==> src/bsre_pkg.sv <==
// Package for the bit, stack, return and rotate execution block
package bsre_pkg;

   // ==========================================================
   // Register map (byte offsets on the AHB-Lite bus)
   localparam logic [7:0] OFS_INSTR = 8'h00;
   localparam logic [7:0] OFS_ACC = 8'h04;
   localparam logic [7:0] OFS_STATUS = 8'h08;
   localparam logic [7:0] OFS_SP = 8'h0C;
   localparam logic [7:0] OFS_IP = 8'h10;
   localparam logic [7:0] OFS_SRC = 8'h14;
   localparam logic [7:0] OFS_PREFIX = 8'h18;
   localparam logic [7:0] OFS_CONFIG = 8'h1C;
   localparam logic [7:0] OFS_MODADDR = 8'h20;
   localparam logic [7:0] OFS_MODDATA = 8'h24;
   localparam logic [7:0] OFS_STKADDR = 8'h28;
   localparam logic [7:0] OFS_STKDATA = 8'h2C;

   // ==========================================================
   // Field positions and reset values
   localparam int STAT_INS_BIT = 4;
   localparam int STAT_BAD_BIT = 5;
   localparam int CFG_W16_BIT = 0;
   localparam logic [15:0] SP_RESET = 16'h0000;
   localparam logic [15:0] IP_RESET = 16'h0000;
   localparam int STK_DEPTH = 16;
   localparam int MOD_SLOTS = 64;

   // ==========================================================
   // Opcodes and opcode fields
   localparam logic [15:0] OP_CLR_C = 16'hDA0A;
   localparam logic [15:0] OP_SET_C = 16'hDA1A;
   localparam logic [15:0] OP_NEG = 16'h8A9A;
   localparam logic [15:0] OP_ROT_L = 16'h8A4A;
   localparam logic [15:0] OP_ROT_LC = 16'h8A5A;
   localparam logic [15:0] OP_ROT_R = 16'h8ACA;
   localparam logic [15:0] OP_ROT_RC = 16'h8ADA;
   localparam logic [7:0] OP_ORBIT_HI = 8'hAA;
   localparam logic [3:0] NIB_A = 4'hA;
   localparam logic [3:0] NIB_7 = 4'h7;
   localparam logic [3:0] NIB_C = 4'hC;
   localparam logic [6:0] OP_OR_SEL = 7'h2A;
   localparam logic [6:0] STK_CODE = 7'h0D;
   localparam logic [6:0] DST_ACC = 7'h0A;
   localparam logic [6:0] DST_PSF = 7'h48;
   localparam logic [3:0] MOD_SYS = 4'h8;
   localparam logic [3:0] MOD_LAST_PERIPH = 4'h5;
   localparam logic [2:0] MOD_SYS_SLOT = 3'h7;

   // Return conditions in opcode bits 14:12
   localparam logic [2:0] CND_ALWAYS = 3'h0;
   localparam logic [2:0] CND_C = 3'h2;
   localparam logic [2:0] CND_NC = 3'h6;
   localparam logic [2:0] CND_Z = 3'h1;
   localparam logic [2:0] CND_NZ = 3'h5;
   localparam logic [2:0] CND_S = 3'h4;

   // ==========================================================
   // Types
   typedef struct packed {
      logic e;
      logic z;
      logic s;
      logic c;
   } bsre_flags_type;

   typedef struct packed {
      logic wr;
      logic [7:0] addr;
   } bsre_bus_phase_type;

endpackage : bsre_pkg

==> src/bsre_core.sv <==
// Execution unit for bit, stack, return and rotate instructions
// ============================================================
`timescale 1ns/100ps
`default_nettype none

module bsre_core
   import bsre_pkg::*;
(
   input wire logic clk,
   input wire logic srst,
   input wire logic hsel,
   input wire logic [31:0] haddr,
   input wire logic [1:0] htrans,
   input wire logic hwrite,
   input wire logic [2:0] hsize,
   input wire logic [31:0] hwdata,
   input wire logic hready,
   output logic [31:0] hrdata,
   output logic hreadyout,
   output logic hresp,
   input wire logic irq_ack,
   output logic in_service_flag,
   output logic [15:0] instr_pointer
);

   // ==========================================================
   // Helpers
   function automatic logic [15:0] fit(input logic [15:0] v,
                                       input logic w16);
      fit = w16 ? v : {8'h00, v[7:0]};
   endfunction : fit

   function automatic logic top_bit(input logic [15:0] v,
                                    input logic w16);
      top_bit = w16 ? v[15] : v[7];
   endfunction : top_bit

   // ==========================================================
   // State
   bsre_bus_phase_type phase_reg;
   logic phase_valid_reg;
   logic [15:0] acc_reg, acc_next;
   bsre_flags_type flags_reg, flags_next;
   logic ins_reg, ins_next;
   logic bad_reg, bad_next;
   logic [15:0] sp_reg, sp_next;
   logic [15:0] ip_reg, ip_next;
   logic [15:0] src_reg, src_next;
   logic [7:0] prefix_reg, prefix_next;
   logic w16_reg, w16_next;
   logic [15:0] last_op_reg, last_op_next;
   logic [6:0] modaddr_reg, modaddr_next;
   logic [3:0] stkaddr_reg, stkaddr_next;
   logic [31:0] hrdata_reg;
   logic [15:0] stack_mem [STK_DEPTH];
   logic [15:0] mod_mem [MOD_SLOTS];

   // ==========================================================
   // Bus decode
   wire addr_phase = hsel & hready & htrans[1];
   wire bus_wr = phase_valid_reg & phase_reg.wr;
   wire [7:0] wa = phase_reg.addr;
   wire [15:0] wd = hwdata[15:0];
   // Writing the instruction register executes it at the edge ending its data phase,
   // so a read right behind it samples in that same edge and still sees the old value.
   wire exec = bus_wr & (wa == OFS_INSTR);
   wire [15:0] op = wd;

   // ==========================================================
   // Module register slots (modules 0..5 and system module 8)
   wire [3:0] dst_mod = op[11:8];
   wire [2:0] dst_idx = op[14:12];
   wire dst_supported = (dst_mod <= MOD_LAST_PERIPH) |
                        (dst_mod == MOD_SYS);
   wire [2:0] dst_slot_hi = (dst_mod == MOD_SYS) ? MOD_SYS_SLOT
                                                 : dst_mod[2:0];
   wire [5:0] dst_slot = {dst_slot_hi, dst_idx};
   wire dst_is_psf = (op[14:8] == DST_PSF);
   wire dst_is_acc = (op[14:8] == DST_ACC);

   wire [3:0] src_mod = op[3:0];
   wire src_supported = (src_mod <= MOD_LAST_PERIPH) | (src_mod == MOD_SYS);
   wire [2:0] src_slot_hi = (src_mod == MOD_SYS) ? MOD_SYS_SLOT
                                                 : src_mod[2:0];
   wire [5:0] src_slot = {src_slot_hi, op[6:4]};
   wire src_is_psf = (op[6:0] == DST_PSF);
   wire [15:0] src_reg_val = src_is_psf ? {12'h000, flags_reg} :
                             src_supported ? mod_mem[src_slot] : src_reg;
   // Immediate form: high byte from prefix only in the 16-bit variant
   wire [15:0] src_imm = {w16_reg ? prefix_reg : 8'h00, op[7:0]};
   wire [15:0] src_val = op[15] ? src_reg_val : src_imm;

   wire [5:0] mod_win_slot = {(modaddr_reg[3:0] == MOD_SYS) ?
                              MOD_SYS_SLOT : modaddr_reg[2:0],
                              modaddr_reg[6:4]};

   // ==========================================================
   // Opcode classes
   wire is_clr_c = (op == OP_CLR_C);
   wire is_set_c = (op == OP_SET_C);
   wire is_neg = (op == OP_NEG);
   wire is_rl = (op == OP_ROT_L);
   wire is_rlc = (op == OP_ROT_LC);
   wire is_rr = (op == OP_ROT_R);
   wire is_rrc = (op == OP_ROT_RC);
   wire is_orbit = (op[15:8] == OP_ORBIT_HI) & (op[3:0] == NIB_A);
   // Accumulator as OR source is reused by the OR-carry-with-bit form
   wire is_or = (op[14:8] == OP_OR_SEL) & ~is_orbit;
   wire is_btc = (op[11:8] == NIB_7);
   wire is_bitwr = op[15] & (op[3:0] == NIB_7) & ~is_btc;
   wire is_push = (op[14:8] == STK_CODE);
   wire is_stk_lo = op[15] & (op[6:0] == STK_CODE) & ~is_push;
   wire is_ret = is_stk_lo & (op[11:8] == NIB_C);
   wire is_pop = is_stk_lo & ~is_ret;
   wire unmask = op[7];

   // ==========================================================
   // Datapath terms
   wire [15:0] acc_f = fit(acc_reg, w16_reg);
   wire acc_msb = top_bit(acc_f, w16_reg);
   wire [3:0] bit_ix = op[7:4];
   wire bit_ix_ok = w16_reg | ~bit_ix[3];
   wire [15:0] res_neg = fit(~acc_f + 16'h0001, w16_reg);
   wire [15:0] res_or = fit(acc_f | src_val, w16_reg);
   wire [15:0] acc_shl = {acc_f[14:0], 1'b0};
   wire [15:0] res_rl = fit(acc_shl | {15'h0000, acc_msb}, w16_reg);
   wire [15:0] res_rlc = fit(acc_shl | {15'h0000, flags_reg.c}, w16_reg);
   wire [15:0] acc_shr = {1'b0, acc_f[15:1]};
   wire [15:0] msb_mask = w16_reg ? 16'h8000 : 16'h0080;
   // Feed into the msb for the active width
   wire [15:0] res_rr = acc_shr | (acc_f[0] ? msb_mask : 16'h0000);
   wire [15:0] res_rrc = acc_shr | (flags_reg.c ? msb_mask : 16'h0000);

   wire [15:0] stk_top = stack_mem[sp_reg[3:0]];
   wire [15:0] sp_inc = sp_reg + 16'h0001;
   wire [15:0] sp_dec = sp_reg - 16'h0001;
   wire [15:0] ip_inc = ip_reg + 16'h0001;

   logic cond_ok;
   logic cond_bad;
   always_comb begin
      cond_ok = 1'b0;
      cond_bad = 1'b0;
      case (op[14:12])
         CND_ALWAYS: cond_ok = 1'b1;
         CND_C: cond_ok = flags_reg.c;
         CND_NC: cond_ok = ~flags_reg.c;
         CND_Z: cond_ok = flags_reg.z;
         CND_NZ: cond_ok = ~flags_reg.z;
         CND_S: cond_ok = flags_reg.s;
         default: cond_bad = 1'b1;
      endcase
   end

   wire [15:0] bit_mask = 16'h0001 << op[6:4];
   wire [15:0] bw_old = dst_is_psf ? {12'h000, flags_reg}
                                   : mod_mem[dst_slot];
   wire [15:0] bw_new = op[7] ? (bw_old | bit_mask)
                              : (bw_old & ~bit_mask);
   wire bw_ok = dst_is_psf | dst_supported;

   // ==========================================================
   // Memory write enables
   logic stk_we;
   logic [3:0] stk_wa;
   logic [15:0] stk_wd;
   logic mod_we;
   logic [5:0] mod_wa;
   logic [15:0] mod_wd;

   // ==========================================================
   // Next state
   always_comb begin
      acc_next = acc_reg;
      flags_next = flags_reg;
      ins_next = ins_reg;
      bad_next = bad_reg;
      sp_next = sp_reg;
      ip_next = ip_reg;
      src_next = src_reg;
      prefix_next = prefix_reg;
      w16_next = w16_reg;
      last_op_next = last_op_reg;
      modaddr_next = modaddr_reg;
      stkaddr_next = stkaddr_reg;
      stk_we = 1'b0;
      stk_wa = stkaddr_reg;
      stk_wd = wd;
      mod_we = 1'b0;
      mod_wa = mod_win_slot;
      mod_wd = wd;
      if (bus_wr) begin
         case (wa)
            OFS_ACC: acc_next = fit(wd, w16_reg);
            OFS_STATUS: begin
               flags_next = wd[3:0];
               ins_next = wd[STAT_INS_BIT];
               if (wd[STAT_BAD_BIT]) begin
                  bad_next = 1'b0;
               end
            end
            OFS_SP: sp_next = wd;
            OFS_IP: ip_next = wd;
            OFS_SRC: src_next = wd;
            OFS_PREFIX: prefix_next = wd[7:0];
            OFS_CONFIG: w16_next = wd[CFG_W16_BIT];
            OFS_MODADDR: modaddr_next = wd[6:0];
            OFS_STKADDR: stkaddr_next = wd[3:0];
            OFS_MODDATA: mod_we = 1'b1;
            OFS_STKDATA: stk_we = 1'b1;
            default: ;
         endcase
      end
      if (exec) begin
         last_op_next = op;
         ip_next = ip_inc;
         if (is_clr_c) begin
            flags_next.c = 1'b0;
         end else if (is_set_c) begin
            flags_next.c = 1'b1;
         end else if (is_neg | is_or | is_rl | is_rlc | is_rr | is_rrc) begin
            acc_next = is_neg ? res_neg : is_or ? res_or :
                       is_rl ? res_rl : is_rlc ? res_rlc :
                       is_rr ? res_rr : res_rrc;
            flags_next.s = top_bit(acc_next, w16_reg);
            // Plain rotates leave zero alone
            if (~is_rl & ~is_rr) begin
               flags_next.z = (acc_next == 16'h0000);
            end
            if (is_rlc) begin
               flags_next.c = acc_msb;
            end
            if (is_rrc) begin
               flags_next.c = acc_f[0];
            end
         end else if (is_orbit) begin
            if (bit_ix_ok) begin
               flags_next.c = flags_reg.c | acc_f[bit_ix];
            end else begin
               bad_next = 1'b1;
            end
         end else if (is_btc) begin
            flags_next.c = src_val[op[14:12]];
         end else if (is_bitwr) begin
            if (~bw_ok) begin
               bad_next = 1'b1;
            end else if (dst_is_psf) begin
               flags_next = bw_new[3:0];
            end else begin
               mod_we = 1'b1;
               mod_wa = dst_slot;
               mod_wd = bw_new;
            end
         end else if (is_push) begin
            sp_next = sp_inc;
            stk_we = 1'b1;
            stk_wa = sp_inc[3:0];
            stk_wd = src_val;
         end else if (is_ret) begin
            if (cond_bad) begin
               bad_next = 1'b1;
            end else if (cond_ok) begin
               ip_next = stk_top;
               sp_next = sp_dec;
               if (unmask) begin
                  ins_next = 1'b0;
               end
            end
         end else if (is_pop) begin
            sp_next = sp_dec;
            if (unmask) begin
               ins_next = 1'b0;
            end
            if (dst_is_acc) begin
               acc_next = fit(stk_top, w16_reg);
               flags_next.s = top_bit(acc_next, w16_reg);
               flags_next.z = (acc_next == 16'h0000);
            end else if (dst_is_psf) begin
               flags_next = stk_top[3:0];
            end else if (dst_supported) begin
               mod_we = 1'b1;
               mod_wa = dst_slot;
               mod_wd = stk_top;
            end
         end else begin
            bad_next = 1'b1;
         end
      end
      // Interrupt acknowledge wins over a clear in the same cycle
      if (irq_ack) begin
         ins_next = 1'b1;
      end
   end

   // ==========================================================
   // Read mux, sampled in the address phase
   logic [31:0] rd_val;
   always_comb begin
      rd_val = 32'h0000_0000;
      case (haddr[7:0])
         OFS_INSTR: rd_val = {16'h0000, last_op_reg};
         OFS_ACC: rd_val = {16'h0000, acc_reg};
         OFS_STATUS: rd_val = {26'h000_0000, bad_reg, ins_reg, flags_reg};
         OFS_SP: rd_val = {16'h0000, sp_reg};
         OFS_IP: rd_val = {16'h0000, ip_reg};
         OFS_SRC: rd_val = {16'h0000, src_reg};
         OFS_PREFIX: rd_val = {24'h00_0000, prefix_reg};
         OFS_CONFIG: rd_val = {31'h0000_0000, w16_reg};
         OFS_MODADDR: rd_val = {25'h000_0000, modaddr_reg};
         OFS_MODDATA: rd_val = {16'h0000, mod_mem[mod_win_slot]};
         OFS_STKADDR: rd_val = {28'h000_0000, stkaddr_reg};
         OFS_STKDATA: rd_val = {16'h0000, stack_mem[stkaddr_reg]};
         default: rd_val = 32'h0000_0000;
      endcase
      if (haddr[31:8] != 24'h00_0000) begin
         rd_val = 32'h0000_0000;
      end
   end

   wire addr_mapped = (haddr[31:8] == 24'h00_0000);

   // ==========================================================
   // Registers
   always_ff @(posedge clk) begin
      if (srst) begin
         phase_valid_reg <= 1'b0;
         phase_reg <= '0;
         hrdata_reg <= 32'h0000_0000;
      end else begin
         phase_valid_reg <= addr_phase & addr_mapped;
         phase_reg <= '{wr: hwrite, addr: haddr[7:0]};
         if (addr_phase & ~hwrite) begin
            hrdata_reg <= rd_val;
         end
      end
   end

   always_ff @(posedge clk) begin
      if (srst) begin
         acc_reg <= 16'h0000;
         flags_reg <= '0;
         ins_reg <= 1'b0;
         bad_reg <= 1'b0;
         sp_reg <= SP_RESET;
         ip_reg <= IP_RESET;
         src_reg <= 16'h0000;
         prefix_reg <= 8'h00;
         w16_reg <= 1'b1;
         last_op_reg <= 16'h0000;
         modaddr_reg <= 7'h00;
         stkaddr_reg <= 4'h0;
      end else begin
         acc_reg <= acc_next;
         flags_reg <= flags_next;
         ins_reg <= ins_next;
         bad_reg <= bad_next;
         sp_reg <= sp_next;
         ip_reg <= ip_next;
         src_reg <= src_next;
         prefix_reg <= prefix_next;
         w16_reg <= w16_next;
         last_op_reg <= last_op_next;
         modaddr_reg <= modaddr_next;
         stkaddr_reg <= stkaddr_next;
      end
   end

   // Memories carry no reset; software must set what it reads back
   always_ff @(posedge clk) begin
      if (stk_we) begin
         stack_mem[stk_wa] <= stk_wd;
      end
      if (mod_we) begin
         mod_mem[mod_wa] <= mod_wd;
      end
   end

   // ==========================================================
   // Outputs
   // Ready and response are flops held at constant levels
   logic hready_one_reg;
   logic hresp_reg;
   always_ff @(posedge clk) begin
      hready_one_reg <= 1'b1;
      hresp_reg <= 1'b0;
   end

   assign hrdata = hrdata_reg;
   assign hreadyout = hready_one_reg;
   assign hresp = hresp_reg;
   assign in_service_flag = ins_reg;
   assign instr_pointer = ip_reg;

endmodule : bsre_core

`default_nettype wire

==> config.mk <==
export PLATFORM = sky130hd
export DESIGN_NAME = bsre_core
export DESIGN_NICKNAME = d
export VERILOG_FILES = /design/src/bsre_pkg.sv /design/src/bsre_core.sv
export SDC_FILE = /design/constraint.sdc
export NUM_CORES = 2
export LEC_CHECK = 0
export BUFFER_PORTS_ARGS = -buffer_cell sky130_fd_sc_hd__clkbuf_2
export CAP_MARGIN = 20
export CELL_PAD_IN_SITES_DETAIL_PLACEMENT = 1
export CELL_PAD_IN_SITES_GLOBAL_PLACEMENT = 1
export CORE_ASPECT_RATIO = 1.25
export CORE_MARGIN = 2
export CORE_UTILIZATION = 55
export CTS_CLUSTER_SIZE = 40
export DETAILED_ROUTE_END_ITERATION = 8
export PLACE_DENSITY_LB_ADDON = 0.1
export SLEW_MARGIN = 20
export SYNTH_ARGS = -nofsm -noshare
export SYNTH_HDL_FRONTEND = slang
export SYNTH_SLANG_ARGS = --single-unit
==> constraint.sdc <==
create_clock -name clk -period 8.7 [get_ports clk]
set_input_delay 1.305 -clock clk [delete_from_list [all_inputs] [get_ports clk]]
set_output_delay 1.305 -clock clk [all_outputs]
set_load 0.01 [all_outputs]
==> reports/results.tsv <==
stage	metric	value	unit
status	outcome	complete, no violations	
clock_network	clk_path_buf_depth	3	
sta	setup_viol	0	
sta	worst_clock_skew	0.03241	ns
synth	ys_warn_count	0	
clock_network	clk_latency	0.83	ns
floorplan	die_width	342.9	um
global_route	overflow	0	
floorplan	coreArea	142700	sq um
global_route	grt_max_degree	95	
route	wl	328.8	mm
clock_network	cts_sinks	1416	
synth	yosysUniqueCellTypes	109	
clock_network	post-cts-setup-buffers	0	
route	vias	57190	
finish	final_util	61.10	%
placed_design	place.gp.congestion	1.027	
sta	setup_tns	0	ns
sta	fin_crit_sh	74.59	%
sta	hold_viol_final	0	
floorplan	dieArea	146600	sq um
power_and_ir_drop	powerDensity	170.7	nW/um^2
critical_path	arrival	6.96	ns
clock_network	cts_max_level	4	
finish	syn_to_final_growth	10.44	%
power_and_ir_drop	max-vdd-ir-drop	0.0002219	V
critical_path	crit_path_max_fanout	14	
synth	synth_most_common_cell	edfxtp_1	
synth	synth_area_leader_cell	edfxtp_1	
finish	drive_gt1_share	34.24	%
sta	rsz0062_at_grt	no	
sta	relSlewSlack	5.690	%
floorplan	die_h	427.6	um
route	first_pass_iters	8	
synth	syn_inst	5023	
flow_run	maxCapViolCount	0	
global_route	first_global_vias	57650	
floorplan	io-pin-count	126	
clock_network	clk_pin_slew	0.06	ns
synth	synth_area_leaders	edfxtp_1 (49%), mux4_2 (28%), dfxtp_1 (3.4%)	
finish	regMostFlops	mod_mem	
synth	synth.top_cell.area_share	48.67	%
route	via_per_inst	8.061	
synth	postSynth.asyncResetShare	0	%
route	drtIter0Drc	8551	
synth	netlist_area	78970	sq um
finish	largest_reg_flops	1024	
placed_design	dp_hpwl	218.8	mm
synth	synthFlopType	edfxtp_1	
sta	finalMaxSlewViolations	0	
critical_path	cp.required	9.17	ns
clock_network	cts_tree	done	
synth	synth_seq_cells	1416	
floorplan	fp-row-count	155	
clock_network	post_cts_resized	0	
hold_path	holdCritPathClass	reg2reg	
sta	worstMarginPinSlew	1.411	ns
synth	synth-edff-count	1280	
route	wl_per_cell	46.34	um
synth	syn_area_per_cell	15.72	sq um
sta	period_needed	6.489	ns
critical_path	critical_path_class	in2reg	
floorplan	initial_core_util	55.32	%
global_route	track_usage	45.28	%
synth	ys_seq_area_share	52.12	%
clock_network	cts-root-buf	clkbuf_16	
route	drc	0	
power_and_ir_drop	leakagePower	27.24	nW
sta	max_freq	154.1	MHz
synth	synthTopCellsByCount	edfxtp_1 (1280), mux4_2 (997), nand2_1 (355)	
critical_path	crit_path_end_kind	register	
global_route	antenna_found_initial	24	
clock_network	cts_hold_buf	0	
global_route	grt_pass1_wl	456.7	mm
route	ant_nets	0	
finish	layout.nets	5165	
placed_design	portBuffers	87	
finish	top_regs	mod_mem (1024), stack_mem (256)	
critical_path	cp-start-kind	primary input	
clock_network	numCtsBuffers	148	
[power by group]
| part | internal [mW] | switching [mW] | leakage [nW] | total, mW |
|---|---|---|---|---|
| sequential | 7.41 | 0.00527 | 12.6 | 7.42 |
| combinational | 0.403 | 0.817 | 12.4 | 1.22 |
| clock | 3.45 | 2.80 | 2.24 | 6.25 |
[per-layer routing]
metal / up-vias / share of wire (%) / global-route usage (%)
li1: 21290 / - / -
met1: 29620 / 32 / 53.69
met2: 4816 / 47 / 70.20
met3: 1447 / 11 / 11.93
met4: 20 / 10 / 36.57
met5: - / 0.062 / 0.4557
[worst max-delay path: stages]
cell      delay, ns
clkbuf_2       0.51
buf_4          0.37
inv_1          0.06
buf_4          0.20
nor4b_1        1.00
a21oi_1        0.38
nand3_1        0.20
buf_4          0.31
nor3_2         0.16
o21ai_1        0.54
nand4_1        0.70
nor2_2         0.72
buf_4          0.44
[cells in the final DEF, fill, tap and decap left out, types with 36 or more instances in the layout]
cell type  synthesis  routed
a21oi_1          224     218
edfxtp_1        1280    1280
o21ai_0          117     103
nand2_1          355     355
a211oi_1          50      49
nor3_1            55      53
mux2_2            44      44
a22oi_1           46      45
clkbuf_2           0      80
and3_1            40      40
nor2_1           333     247
clkbuf_16          0     154
nand3_1           95      95
dfxtp_1          136     128
mux2i_1          146     146
buf_4             35     253
clkinv_1           3      36
mux4_2           997     997
o22ai_1           58      57
nor2_2             1      84
[metrics by stage]
step | cell area, sq um | worst slack, ns | hold slack [ns] | power (mW) | cells
3_3_place_gp | 82560 | 1.854 | 0.4416 | 8.698 | 6820
3_5_place_dp | 82560 | 1.859 | 0.4504 | 8.717 | 6820
4_1_cts | 87180 | 2.709 | 0.4592 | 14.84 | 7088
5_1_grt | 87200 | 2.377 | 0.4833 | 15.12 | 7089
6_report | 87210 | 2.211 | 0.4616 | 14.89 | 7095
2_1_floorplan | 79030 | 1.978 | 0.4357 | 8.253 | 5039
[area by class of cell]
type,count,area (sq um)
antenna,7,17.52
clock buffer,188,3981
clock inverter,80,634.4
fill,12720,55520
inverter,26,98.84
multi-input combinational,3129,36030
sequential,1416,41180
tap,1884,2357
timing repair buffer,365,2912
[cells by family after synthesis]
logic type / synth area share, %
buffers and inverters: 2.934
other: 0.009510
flip-flops: 52.12
AND/OR/NAND/NOR: 6.395
multiplexers: 31.24
XOR/XNOR: 0.2662
AO/OA/AOI/OAI: 6.967
adder cells (fa/ha/maj): 0.06338
[path summary, 6_finish.rpt]
path	start	to	slack [ns]	cells after the start
min reg2reg	last_op_reg[11]$_SDFFE_PP0P_	last_op_reg[11]$_SDFFE_PP0P_	0.46	2
min	last_op_reg[11]$_SDFFE_PP0P_	last_op_reg[11]$_SDFFE_PP0P_	0.46	2
max	hwdata[9]	mod_mem[45][12]$_DFFE_PP_	2.21	13
max reg2reg	wa[1]$_SDFF_PP0_	mod_mem[45][12]$_DFFE_PP_	3.21	13
Power figures use the tool's default switching activity.
